File: src/hdl/mps_defs.svh
/*
  Constants of the multi-UE access-burst slot scheduler: period and frame times,
  slot and table sizes, markers and factory defaults.
  Assumes inclusion by bare name from the package and the design modules.
*/
`ifndef MPS_DEFS_SVH
`define MPS_DEFS_SVH

////////////////////////////////////////////////////////////////////////////////
// Times in nanoseconds
`define MPS_PERIOD_NS   32'h04C4_B400  // 80 ms scheduling period
`define MPS_FRAME_NS    32'h0098_9680  // 10 ms radio frame
`define MPS_CLK_NS      32'h0000_0019  // 25 ns clock period

////////////////////////////////////////////////////////////////////////////////
// Period structure and table sizes
`define MPS_NSLOTS      7'h3C          // Access slots per period
`define MPS_LAST_SLOT   6'h3B          // Highest slot number
`define MPS_NUE         8              // Simulated user equipments
`define MPS_NPOS        8              // Start positions per equipment
`define MPS_EMPTY_SLOT  6'h3F          // Unassigned start position
`define MPS_SLOT_W      6              // Width of a slot number
`define MPS_SIG_W       4              // Width of a signature number
`define MPS_CNT_W       22             // Width of cycle counters
`define MPS_CODE_W      16             // Control code index over data code index

////////////////////////////////////////////////////////////////////////////////
// Code tree and defaults
`define MPS_CTL_LEAF    4'hF           // Control code offset at spreading 256
`define MPS_SF_LOG_MAX  3'h4           // Data shift for the widest slot format
`define MPS_DEF_SIG     4'h0           // Default signature
`define MPS_DEF_FMT     2'h0           // Default slot format
`define MPS_DEF_SLOT    6'h00          // Default first start of equipment 1

`endif

File: src/hdl/mps_pkg.sv
/*
  Types of the multi-UE access-burst slot scheduler.
  Assumes the constants header is on the include path.
*/
`include "mps_defs.svh"

package mps_pkg;

  // State of the scheduler core
  typedef struct packed {
    logic                                  start;      // Next cycle opens a period
    logic [`MPS_CNT_W-1:0]                 slot_cnt;   // Cycle within slot
    logic [5:0]                            frac;       // Slot length remainder
    logic [`MPS_SLOT_W-1:0]                slot_idx;   // Current access slot
    logic [`MPS_CNT_W-1:0]                 frame_cnt;  // Cycle within frame
    logic [`MPS_NUE-1:0][6:0]              busy;       // First free slot per UE
    logic [`MPS_NUE-1:0][6:0]              due;        // Message slot per UE
    logic [`MPS_NUE-1:0]                   pend;       // Message outstanding
    logic [`MPS_NUE-1:0]                   seen;       // Trigger caught
    logic [2:0]                            sync;       // Trigger synchroniser
    logic                                  long_p;     // Period marker
    logic                                  frame_p;    // Frame marker
    logic                                  pre_p;      // Preamble marker
    logic                                  msg_p;      // Message marker
    logic                                  burst_p;    // Burst marker
    logic [`MPS_NUE-1:0]                   pre_ue;     // UEs sending preamble
    logic [`MPS_NUE-1:0]                   msg_ue;     // UEs starting message
    logic [`MPS_SLOT_W-1:0]                slot_out;   // Slot number shown
  } mps_core_st_t;

  // State of one code mapper
  typedef struct packed {
    logic [`MPS_CODE_W-1:0] pair;  // Control index over data index
  } mps_code_st_t;

endpackage : mps_pkg

File: src/hdl/mps_code_map.sv
/*
  Channel code mapper for one equipment: control and data code indices from
  the signature and the slot format.
  Assumes a synchronous active-low reset on clk.
*/
`include "mps_defs.svh"

module mps_code_map (
  input  wire logic                    clk,        // System clock
  input  wire logic                    rst_n,      // Synchronous reset, low
  input  wire logic [`MPS_SIG_W-1:0]   signature,  // Chosen signature
  input  wire logic [1:0]              slot_fmt,   // Data part slot format
  output logic [`MPS_CODE_W-1:0]       code_pair   // Control index, data index
);

  mps_pkg::mps_code_st_t st_r;
  mps_pkg::mps_code_st_t st_nxt;

  ////////////////////////////////////////////////////////////////////////////////
  // Code selection
  always_comb begin
    st_nxt = st_r;
    st_nxt.pair[15:8] = {signature, `MPS_CTL_LEAF};
    st_nxt.pair[7:0] = 8'({4'h0, signature} << (`MPS_SF_LOG_MAX - {1'b0, slot_fmt}));
  end

  // State register
  always_ff @(posedge clk) begin
    if (!rst_n) begin
      st_r <= '0;
    end else begin
      st_r <= st_nxt;
    end
  end

  assign code_pair = st_r.pair;

endmodule : mps_code_map

File: src/hdl/mps_sched.sv
/*
  Multi-UE access-burst slot scheduler: 80 ms period of 60 access slots, eight
  equipments with eight start positions each, self-overlap suppression,
  message gating by an external trigger and marker pulses.
  Assumes a 40 MHz clock, synchronous active-low reset, configuration held
  steady by the surrounding logic, and an asynchronous trigger pin.
*/
// Behaviour
// - Period repeats every 80 ms as 60 numbered access slots.
// - Whole period always runs, busy or not.
// - Eight equipments, any number active together.
// - Eight start positions per equipment; empty marker sends nothing.
// - Equipment with all positions empty is off.
// - Start inside own earlier burst of the same period is suppressed.
// - Only sent bursts block later ones.
// - Different equipments never block each other.
// - Factory default: equipment 1 starts in slot zero, rest default.
// - Sixteen signatures select both channel codes.
// - Control part uses spreading factor 256.
// - Data spreading from slot format, code node from signature.
// - Preamble-only or preamble-plus-message operation.
// - Preamble-only bursts take exactly one slot.
// - Long-frame marker when frame number modulo 8 is zero.
// - Frame marker every 10 ms frame.
// - Marker at slot start of each preamble.
// - Marker at slot start of each message.
// - Burst marker at boundaries between burst repetitions.
// - Gated message sent only if the external trigger came after the preamble by its due slot, else dropped.
`include "mps_defs.svh"

module mps_sched #(
  parameter int PERIOD_CYC = `MPS_PERIOD_NS / `MPS_CLK_NS,  // Cycles per period
  parameter int FRAME_CYC  = `MPS_FRAME_NS / `MPS_CLK_NS,   // Cycles per frame
  parameter int SLOT_CYC   = PERIOD_CYC / int'(`MPS_NSLOTS), // Base cycles per slot
  parameter int SLOT_REM   = PERIOD_CYC % int'(`MPS_NSLOTS)  // Spare cycles per period
) (
  input  wire logic                                  clk,             // System clock
  input  wire logic                                  rst_n,           // Sync reset, low
  input  wire logic                                  run,             // Generate periods
  input  wire logic                                  factory_default, // Use default set
  input  wire logic                                  msg_mode,        // Send message part
  input  wire logic                                  aich_gate,       // Gate on trigger
  input  wire logic                                  aich_trig,       // Trigger pin
  input  wire logic [1:0]                            slot_format,     // Data slot format
  input  wire logic [3:0]                            tpm_slots,       // Preamble to msg
  input  wire logic [7:0]                            burst_len_half,  // Burst, half slots
  input  wire logic [`MPS_NUE*`MPS_SIG_W-1:0]        ue_signature,    // Per UE signature
  input  wire logic [`MPS_NUE*`MPS_NPOS*6-1:0]       ue_start,        // Start positions
  output logic [`MPS_SLOT_W-1:0]                     slot_num,        // Current slot
  output logic                                       long_frame_pulse,// Period marker
  output logic                                       frame_pulse,     // Frame marker
  output logic                                       preamble_pulse,  // Preamble marker
  output logic                                       message_pulse,   // Message marker
  output logic                                       burst_pulse,     // Burst marker
  output logic [`MPS_NUE-1:0]                        ue_preamble,     // Preamble per UE
  output logic [`MPS_NUE-1:0]                        ue_message,      // Message per UE
  output logic [`MPS_NUE*`MPS_CODE_W-1:0]            derived_channel_code_pair // Codes
);

  mps_pkg::mps_core_st_t st_r;
  mps_pkg::mps_core_st_t st_nxt;

  logic                       msg_eff;     // Message mode in force
  logic                       gate_eff;    // Trigger gating in force
  logic [1:0]                 fmt_eff;     // Slot format in force
  logic [6:0]                 len_slots;   // Burst length in whole slots
  logic [`MPS_NUE-1:0]        ue_off;      // Equipment has no start
  logic [`MPS_NUE*`MPS_NPOS*6-1:0] start_eff; // Start table in force

  ////////////////////////////////////////////////////////////////////////////////
  // Configuration in force
  // Default set overrides inputs
  assign msg_eff  = factory_default ? 1'b0 : msg_mode;
  assign gate_eff = factory_default ? 1'b0 : aich_gate;
  assign fmt_eff  = factory_default ? `MPS_DEF_FMT : slot_format;

  assign len_slots = !msg_eff ? 7'h01 :
                     (burst_len_half < 8'h02) ? 7'h01 :
                     (burst_len_half >= 8'h80) ? `MPS_NSLOTS :  // Covers the whole period
                     7'((burst_len_half + 8'h01) >> 1);

  // Start table and off detection
  always_comb begin
    for (int u = 0; u < `MPS_NUE; u++) begin
      for (int p = 0; p < `MPS_NPOS; p++) begin
        if (factory_default) begin
          start_eff[(u*`MPS_NPOS+p)*6 +: 6] = (u == 0 && p == 0) ? `MPS_DEF_SLOT
                                                                  : `MPS_EMPTY_SLOT;
        end else begin
          start_eff[(u*`MPS_NPOS+p)*6 +: 6] = ue_start[(u*`MPS_NPOS+p)*6 +: 6];
        end
      end
    end
    for (int u = 0; u < `MPS_NUE; u++) begin
      ue_off[u] = 1'b1;
      for (int p = 0; p < `MPS_NPOS; p++) begin
        if (start_eff[(u*`MPS_NPOS+p)*6 +: 6] <= `MPS_LAST_SLOT) begin
          ue_off[u] = 1'b0;
        end
      end
    end
  end

  ////////////////////////////////////////////////////////////////////////////////
  // Scheduler next state
  always_comb begin
    logic                       tick;
    logic                       hit_long;
    logic                       bnd;
    logic                       per;
    logic [`MPS_SLOT_W-1:0]     ns;
    logic [6:0]                 busy_eff;
    logic                       hit;
    logic                       rise;
    tick     = 1'b0;
    hit_long = 1'b0;
    bnd      = 1'b0;
    per      = 1'b0;
    ns       = '0;
    busy_eff = '0;
    hit      = 1'b0;
    rise     = 1'b0;
    st_nxt   = st_r;
    // Trigger pin through three flops, edge on the later pair
    st_nxt.sync = {st_r.sync[1:0], aich_trig};
    rise        = st_r.sync[1] & ~st_r.sync[2];
    // Markers last one cycle
    st_nxt.long_p  = 1'b0;
    st_nxt.frame_p = 1'b0;
    st_nxt.pre_p   = 1'b0;
    st_nxt.msg_p   = 1'b0;
    st_nxt.burst_p = 1'b0;
    st_nxt.pre_ue  = '0;
    st_nxt.msg_ue  = '0;
    if (!run) begin
      st_nxt.start     = 1'b1;
      st_nxt.slot_cnt  = '0;
      st_nxt.frame_cnt = '0;
      st_nxt.frac      = '0;
    end else begin
      hit_long = (7'({1'b0, st_r.frac}) + 7'(SLOT_REM)) >= `MPS_NSLOTS;
      tick     = hit_long ? (st_r.slot_cnt == `MPS_CNT_W'(SLOT_CYC))
                          : (st_r.slot_cnt == `MPS_CNT_W'(SLOT_CYC - 1));
      bnd      = st_r.start | tick;
      // Period always wraps after last slot
      per      = st_r.start | (tick && st_r.slot_idx == `MPS_LAST_SLOT);
      // Counter back to zero each period
      ns       = per ? '0 : st_r.slot_idx + 6'h01;
      if (per || st_r.frame_cnt == `MPS_CNT_W'(FRAME_CYC - 1)) begin
        st_nxt.frame_cnt = '0;
        st_nxt.frame_p   = 1'b1;
      end else begin
        st_nxt.frame_cnt = st_r.frame_cnt + `MPS_CNT_W'(1);
      end
      // Period start is frame number 0 mod 8
      st_nxt.long_p = per;
      st_nxt.start  = 1'b0;
      if (!bnd) begin
        st_nxt.slot_cnt = st_r.slot_cnt + `MPS_CNT_W'(1);
      end else begin
        st_nxt.slot_cnt = '0;
        st_nxt.slot_idx = ns;
        st_nxt.slot_out = ns;
        if (per) begin
          st_nxt.frac = '0;
        end else if (hit_long) begin
          st_nxt.frac = 6'(7'({1'b0, st_r.frac}) + 7'(SLOT_REM) - `MPS_NSLOTS);
        end else begin
          st_nxt.frac = 6'(7'({1'b0, st_r.frac}) + 7'(SLOT_REM));
        end
        if (per) begin
          st_nxt.pend = '0;
        end
        // Each equipment scheduled on its own
        for (int u = 0; u < `MPS_NUE; u++) begin
          // Message start at its due slot
          if (!per && st_r.pend[u] && st_r.due[u] == {1'b0, ns}) begin
            st_nxt.pend[u] = 1'b0;
            // Sent if gating is off or the trigger came by the due slot, else dropped
            if (!gate_eff || st_r.seen[u] || rise) begin
              st_nxt.msg_ue[u] = 1'b1;
              st_nxt.msg_p     = 1'b1;
            end
          end
          // Any assigned position matching the slot
          hit = 1'b0;
          for (int p = 0; p < `MPS_NPOS; p++) begin
            if (start_eff[(u*`MPS_NPOS+p)*6 +: 6] == ns) begin
              hit = 1'b1;
            end
          end
          busy_eff = per ? 7'h00 : st_r.busy[u];
          if (hit && !ue_off[u] && {1'b0, ns} >= busy_eff) begin
            // Only sent bursts set the busy mark
            st_nxt.busy[u]   = {1'b0, ns} + len_slots;
            st_nxt.pre_ue[u] = 1'b1;
            st_nxt.pre_p     = 1'b1;
            st_nxt.burst_p   = 1'b1;
            // Message follows only in message mode
            if (msg_eff) begin
              st_nxt.pend[u] = 1'b1;
              st_nxt.due[u]  = {1'b0, ns} + {3'h0, tpm_slots};
              st_nxt.seen[u] = 1'b0;
            end
          end else if (per) begin
            st_nxt.busy[u] = '0;
          end
        end
      end
      for (int u = 0; u < `MPS_NUE; u++) begin
        if (rise && st_nxt.pend[u]) begin
          st_nxt.seen[u] = 1'b1;
        end
      end
    end
  end

  // State register
  always_ff @(posedge clk) begin
    if (!rst_n) begin
      st_r       <= '0;
      st_r.start <= 1'b1;
    end else begin
      st_r <= st_nxt;
    end
  end

  ////////////////////////////////////////////////////////////////////////////////
  // Outputs
  assign slot_num         = st_r.slot_out;
  assign long_frame_pulse = st_r.long_p;
  assign frame_pulse      = st_r.frame_p;
  assign preamble_pulse   = st_r.pre_p;
  assign message_pulse    = st_r.msg_p;
  assign burst_pulse      = st_r.burst_p;
  assign ue_preamble      = st_r.pre_ue;
  assign ue_message       = st_r.msg_ue;

  ////////////////////////////////////////////////////////////////////////////////
  // Channel codes per equipment
  // Codes follow the signature
  for (genvar g = 0; g < `MPS_NUE; g++) begin : g_code
    mps_code_map u_code (
      .clk       (clk),
      .rst_n     (rst_n),
      .signature (factory_default ? `MPS_DEF_SIG : ue_signature[g*`MPS_SIG_W +: `MPS_SIG_W]),
      .slot_fmt  (fmt_eff),
      .code_pair (derived_channel_code_pair[g*`MPS_CODE_W +: `MPS_CODE_W])
    );
  end
endmodule : mps_sched

File: config.mk
export PLATFORM = sky130hd
export DESIGN_NAME = mps_sched
export DESIGN_NICKNAME = d
export VERILOG_FILES = /design/src/hdl/mps_pkg.sv /design/src/hdl/mps_code_map.sv /design/src/hdl/mps_sched.sv
export VERILOG_INCLUDE_DIRS = /design/src /design/src/hdl
export SDC_FILE = /design/constraint.sdc
export NUM_CORES = 1
export LEC_CHECK = 0
export BUFFER_PORTS_ARGS = -buffer_cell sky130_fd_sc_hd__buf_4
export CAP_MARGIN = 20
export CORE_AREA = 2 2 229 231
export CTS_CLUSTER_SIZE = 14
export DETAILED_ROUTE_END_ITERATION = 7
export DIE_AREA = 0 0 231 233
export PLACE_DENSITY_LB_ADDON = 0.08
export SLEW_MARGIN = 20
export SYNTH_ARGS = -nofsm -noshare
export SYNTH_HDL_FRONTEND = slang
export SYNTH_SLANG_ARGS = --single-unit
export TNS_END_PERCENT = 30
File: constraint.sdc
create_clock -name clk -period 9.5 [get_ports clk]
set_clock_uncertainty 0.1 [all_clocks]
set_input_delay 0.475 -clock clk [delete_from_list [all_inputs] [get_ports clk]]
set_output_delay 0.475 -clock clk [all_outputs]
set_load 0.01 [all_outputs]
==> results of run 1 <==
-- registers in the layout, summed over array words and instances, names as in the netlist --
register	cells
long_frame_pulse	1
slot_num	6
ue_preamble	8
ue_message	8
st_nxt	2
message_pulse	1
g_code.u_code.code_pair	97
st_r	180
frame_pulse	1
preamble_pulse	1
-- power by group --
group / internal, mW / leakage, nW / switching [mW] / total, mW
logic: 0.280 / 8.37 / 0.418 / 0.698
clock network: 0.697 / 0.491 / 0.511 / 1.21
registers: 1.30 / 2.47 / 0.0133 / 1.31
total: 2.28 / 11.3 / 0.943 / 3.22
-- placed cells by master, fill, tap and decap left out, types with 28 or more instances in the layout --
cell,n
xor2_1,31
nand4_1,97
a21o_1,57
buf_4,639
o21ai_0,131
and3_1,92
dfxtp_1,305
xnor2_1,179
a21oi_1,243
or3_1,30
nor2b_1,43
o22ai_1,45
a22oi_1,51
o211ai_1,34
inv_1,49
a311oi_1,39
mux2i_1,67
clkbuf_16,30
mux2_2,28
nor3_1,77
nand3b_1,35
nand3_1,139
o31ai_1,37
nor2_1,347
a31oi_1,55
ha_1,53
nand2_1,250
nor4_1,33
-- per-layer routing --
metal  GRT usage, %  vias to the layer above  routed length (um)
met1           53.8                    13724               45800
met4           25.6                        8                8410
li1               -                    12694                   -
met3           11.0                      447               14600
met5              0                        -                  50
met2           64.7                     2109               50900
-- worst register-to-register path, delay by kind of cell, from the launching register on --
family	cells	cell delay (ns)
simple gates	3	0.92
compound gates	11	2.18
mux	2	1.15
fa+ha+maj	2	0.73
flops	1	0.57
buf+inv	3	0.80
-- worst max-delay path by stage --
stage | start | to | slack [ns]
3_5_place_dp | st_r[188] | st_r[145] | 3.17
6_report | st_r[188] | st_r[145] | 2.94
4_1_cts | st_r[188] | st_r[145] | 3.08
5_1_grt | st_r[188] | st_r[50] | 2.66
3_3_place_gp | st_r[188] | st_r[110] | 3.38
2_1_floorplan | st_r[188] | st_r[70] | 4.09
-- through the flow --
| stage | instance area, sq um | hold slack, ns | total power [mW] | util [%] | worst slack [ns] |
|---|---|---|---|---|---|
| after floorplan | 24100 | 0.312 | 1.63 | - | 4.09 |
| after global placement | 28500 | 0.333 | 2.00 | 55.7 | 3.38 |
| after detailed placement | 28500 | 0.328 | 2.01 | 55.7 | 3.17 |
| after CTS | 29500 | 0.00295 | 3.21 | 57.7 | 3.08 |
| after global routing | 29600 | 0.0196 | 3.32 | 57.9 | 2.66 |
| final | 29600 | 0.0300 | 3.22 | 57.9 | 2.94 |
-- final cells by class --
type,instances,area share [%]
Clock inverter,7,0.385
Multi-Input combinational cell,2576,55.7
Sequential cell,305,20.7
Timing Repair Buffer,643,16.4
Antenna cell,26,0.220
Tap cell,680,2.88
Clock buffer,45,3.00
Inverter,56,0.715
-- cells by family after synthesis --
group | after synthesis | synth area share, %
AOI/OAI and AO/OA | 941 | 26.5
xor gates and xnor gates | 210 | 7.63
adders and majority gates | 55 | 2.83
buffers and inverters | 335 | 6.70
DFF | 305 | 25.3
muxes | 104 | 4.57
and+or+nand+nor | 1266 | 26.4
-- timing repair --
item                                    4_1_cts  5_1_grt
hold buffers                                  2        0
resized for setup                             0        0
buffers inserted                              0        0
hold endpoints to repair                      2        0
endpoints found under the setup margin        0        0
==> results.cfg, run 1 <==
[sta]
hold_viol_final = 0
fin_tns_setup_ns = 0
setup_viol = 0
slew-limit-headroom_pct = 10.5
slew_viol_final = 0
rsz0062_at_grt = false
finalCriticalPeriod_ns = 6.56
max_slew.worst_pin.slew_ns = 1.33
max_clock_freq_mhz = 152
fin_crit_sh_pct = 69.1

[setup_path]
path_cells = inv_1, ha_1, nor2_1, o22a_2, nor2_4, mux2i_4, nand2_4, inv_2, buf_4, ha_1, a21o_1, a21o_1, a21o_1, a21o_1, o21bai_1, a21oi_1, a21oi_1, a211oi_1, o21ai_1, mux2_2, a21oi_1
cpMaxStageDelayCell = mux2i_4
critPathMostFrequentCell = a21o_1
critPathBufInv = 3
crit_arrival_ns = 6.96
r2r_start = st_r[188]
r2r_cells = 21
crit_required_ns = 9.89
critPathTopFamily = compound AO/OA/AOI/OAI gates
cp_slowest_stage_delay_ns = 0.73
cp_max_fo = 36
start_kind = flip-flop
path_class = flip-flop to flip-flop
r2r_slack_ns = 2.94
end_kind = flip-flop
critical_path_depth = 21
reg2reg_to = st_r[145]

[synthesis]
synth_area_leader_cell = dfxtp_1
synth_edf_count = 0
synth_most_common_cell = nor2_1
yosysTopAreaCellShare_pct = 25.3
synth-async-reset-ratio_pct = 0
ys_top_cells_by_count = 352 x nor2_1, 305 x dfxtp_1, 250 x nand2_1, 245 x a21oi_1, 179 x xnor2_1
seq_area_frac_synth_pct = 25.3
yosys_warnings = 0
synthesis.nets = 3706
syn_avg_cell_area_sq_um = 7.49
ys_top_cells_by_area = dfxtp_1 25%, xnor2_1 6.5%, nor2_1 5.5%, a21oi_1 5.1%, nand2_1 3.9%
ys_ff_latch = 305
syn_area_sq_um = 24100
synth_ff_type = dfxtp_1
syn_inst = 3216
synth.distinct_cells = 106

[place]
place_hpwl_mm = 87.4
gp_congestion = 1.03
dp_cells = 4258
io_buffers = 591

[cells_and_area]
layout.nets = 4102
area_growth_pct = 22.7
fillers = 4771
final_cells = 4338
seqCellArea_sq_um = 6110
drive_gt1_share_pct = 21.7
multi_input_area_sq_um = 16500

[grt]
grt_max_degree = 155
grtUsageTotal_pct = 42.5
grt_pass1_wl_mm = 173
grt_pass1_vias = 26606
grt_antenna_before_repair = 30
grt_overflow_total = 0

[route]
viasPerCell = 6.68
vias = 28982
drt_first_pass_iters = 6
postRouteAntennaNets = 0
drc = 0
drt_iter0_drc = 4309
wl_mm = 120
wl_per_cell_um = 27.6

[hold_path]
hold_path_depth = 3
hp-start = ue_signature[0]
min_to = g_code[0].u_code.code_pair[4]
hp-class = input port to flip-flop

[clock_tree]
worstSkewPairLatency_ns = 0.60
clk_pin_slew_ns = 0.07
cts_buffers = 30
cts_max_level = 1
cts_sinks = 305
cts_tree = done
cts.path.max_buffers = 3
root_buffer = clkbuf_16

[flow_run]
max-cap-violations = 0

[power]
powerDensity_nw_per_um2 = 109
p_leak_nw = 11.3
ir_drop_uv = 136

[floorplanning]
core-area_sq_um = 51100
die_h_um = 233
placementRows = 83
io_pins = 592
die_area_sq_um = 53800
die_x_um = 231
initial_utilization_pct = 47.2

[status]
outcome = finished clean
No activity file was read; power rests on OpenSTA's default activity.
==> inputs of run 2 (changes only) <==
--- a/config.mk
+++ b/config.mk
@@ -8,10 +8,10 @@
 export LEC_CHECK = 0
 export BUFFER_PORTS_ARGS = -buffer_cell sky130_fd_sc_hd__buf_4
 export CAP_MARGIN = 20
-export CORE_AREA = 2 2 229 231
+export CORE_AREA = 2 2 232 234
 export CTS_CLUSTER_SIZE = 14
 export DETAILED_ROUTE_END_ITERATION = 7
-export DIE_AREA = 0 0 231 233
+export DIE_AREA = 0 0 234 236
 export PLACE_DENSITY_LB_ADDON = 0.08
 export SLEW_MARGIN = 20
 export SYNTH_ARGS = -nofsm -noshare
==> constraint.sdc (replaced) <==
create_clock -name clk -period 6.3 [get_ports clk]
set_clock_uncertainty 0.1 [all_clocks]
set_input_delay 0.315 -clock clk [delete_from_list [all_inputs] [get_ports clk]]
set_output_delay 0.315 -clock clk [all_outputs]
set_load 0.01 [all_outputs]
==> results.cfg, run 2 (synthesis gave the netlist of run 1 again) <==
[cells_and_area]
final_util_pct = 56.8
final_cells = 4419
area_growth_pct = 25.1
mostFrequentLayoutCell = buf_4
final_cell_mix = 666 x buf_4, 348 x nor2_1, 305 x dfxtp_1, 250 x nand2_1, 245 x a21oi_1
drive_gt1_share_pct = 22.1
fillers = 5060
largest_reg_flops = 180
layout.nets = 4168
regMostFlops = st_r

[clock_tree]
cts_tree = done
cts_sinks = 305
cts_resized = 0
cts.path.max_buffers = 3
clk_pin_slew_ns = 0.07
cts_max_level = 1
worstSkewPairLatency_ns = 0.57
root_buffer = clkbuf_16
cts_buffers = 29
ctsHoldBuffers = 38
cts_setup_buffers = 0

[sta]
max_clock_freq_mhz = 170
max_slew.worst_pin.slew_ns = 1.20
slew_viol_final = 0
fin_tns_setup_ns = 0
setup_viol = 0
slew-limit-headroom_pct = 20.0
rsz0062_at_grt = false
hold_viol_final = 0
fin_crit_sh_pct = 93.5
finalCriticalPeriod_ns = 5.89

[setup_path]
crit_required_ns = 6.63
cp_slowest_stage_delay_ns = 0.53
path_class = flip-flop to flip-flop
critPathBufInv = 3
critPathTopFamily = compound AO/OA/AOI/OAI gates
start_kind = flip-flop
cpMaxStageDelayCell = dfxtp_1
cp_max_fo = 63
crit_arrival_ns = 6.22
path_cells = inv_1, ha_1, nor2_1, o22a_2, nor2_4, mux2_4, nor2_4, buf_12, nand2_1, ha_1, a21o_1, a21o_1, a21o_1, a21o_1, o21bai_1, a21oi_1, a21oi_1, a211oi_1, o21ai_1, nand2b_1, inv_1, o2bb2ai_1
end_kind = flip-flop
r2r_slack_ns = 0.41
critPathMostFrequentCell = a21o_1

[floorplanning]
die_x_um = 234
core-area_sq_um = 53100
io_pins = 592
die_area_sq_um = 55200
die_h_um = 236
placementRows = 85
initial_utilization_pct = 45.4

[status]
outcome = finished clean

[grt]
grt_pass1_vias = 26771
grtUsageTotal_pct = 42.3
grt_max_degree = 86
grt_pass1_wl_mm = 176
grt_antenna_before_repair = 28
grt_overflow_total = 0

[route]
postRouteAntennaNets = 0
drt_iter0_drc = 3771
vias = 29095
wl_mm = 122
drt_first_pass_iters = 6
drc = 0
wl_per_cell_um = 27.7
viasPerCell = 6.58

[power]
powerDensity_nw_per_um2 = 161
p_leak_nw = 11.6
ir_drop_uv = 195

[flow_run]
max-cap-violations = 0

[place]
gp_congestion = 1.06
io_buffers = 591
place_hpwl_mm = 90.2
dp_cells = 4305

[hold_path]
hp-class = input port to flip-flop
run 2: cell count changes in the layout (fill, tap and decap cells not counted), sizes merged:
cell,before,now
dlygate4sd3,2,38
buf,641,672
clkbuf,45,38
clkinvlp,0,3
bufinv,2,3
clkinv,6,7
run 2: worst paths after layout:
check,from,endpoint,cells after the start
worst max-delay path,st_r[188],st_r[135],22
worst min-delay path,factory_default,g_code[4].u_code.code_pair[2],2
worst max register to register,st_r[188],st_r[135],22
worst min register to register,st_r[116],st_r[116],2
run 2: stage by stage:
step	total power [mW]	hold WS [ns]	setup WS [ns]	cell area, sq um
2_1_floorplan	2.46	0.243	0.889	24100
3_3_place_gp	3.03	0.316	0.588	28700
3_5_place_dp	3.04	0.343	0.560	28700
4_1_cts	4.83	0.139	0.494	30100
5_1_grt	5.01	0.155	0.209	30100
6_report	4.85	0.181	0.410	30100
run 2: cell type report:
class                      count  area, sq um  area share [%]
antenna                       26         65.1           0.216
clock buffer                  38          810            2.69
clock inverter                12          143           0.473
inverter                      56          211           0.701
multi-input combinational   2576        16400            54.6
sequential                   305         6110            20.3
tap                          696          871            2.89
timing repair buffer         710         5490            18.2
run 2: worst register-to-register path, cell delays in order (launching register included):
cell and delay (ns):
dfxtp_1 0.53, inv_1 0.09, ha_1 0.37, nor2_1 0.08, o22a_2 0.31, nor2_4 0.22
mux2_4 0.52, nor2_4 0.23, buf_12 0.30, nand2_1 0.22, ha_1 0.30, a21o_1 0.18
a21o_1 0.18, a21o_1 0.18, a21o_1 0.20, o21bai_1 0.13, a21oi_1 0.08, a21oi_1 0.37
a211oi_1 0.14, o21ai_1 0.47, nand2b_1 0.33, inv_1 0.11, o2bb2ai_1 0.13
run 2: per-layer routing:
layer | part of all wire (%) | track usage [%] | wire, um
met5 | 0.034 | 0 | 42
met4 | 6.5 | 23.3 | 7950
met3 | 12 | 11.3 | 14700
met1 | 38 | 54.3 | 47000
met2 | 43 | 64.0 | 52600
run 2: where the power goes:
group | switching, mW | internal [mW]
logic | 0.642 | 0.446
clock network | 0.771 | 1.02
registers | 0.0157 | 1.96
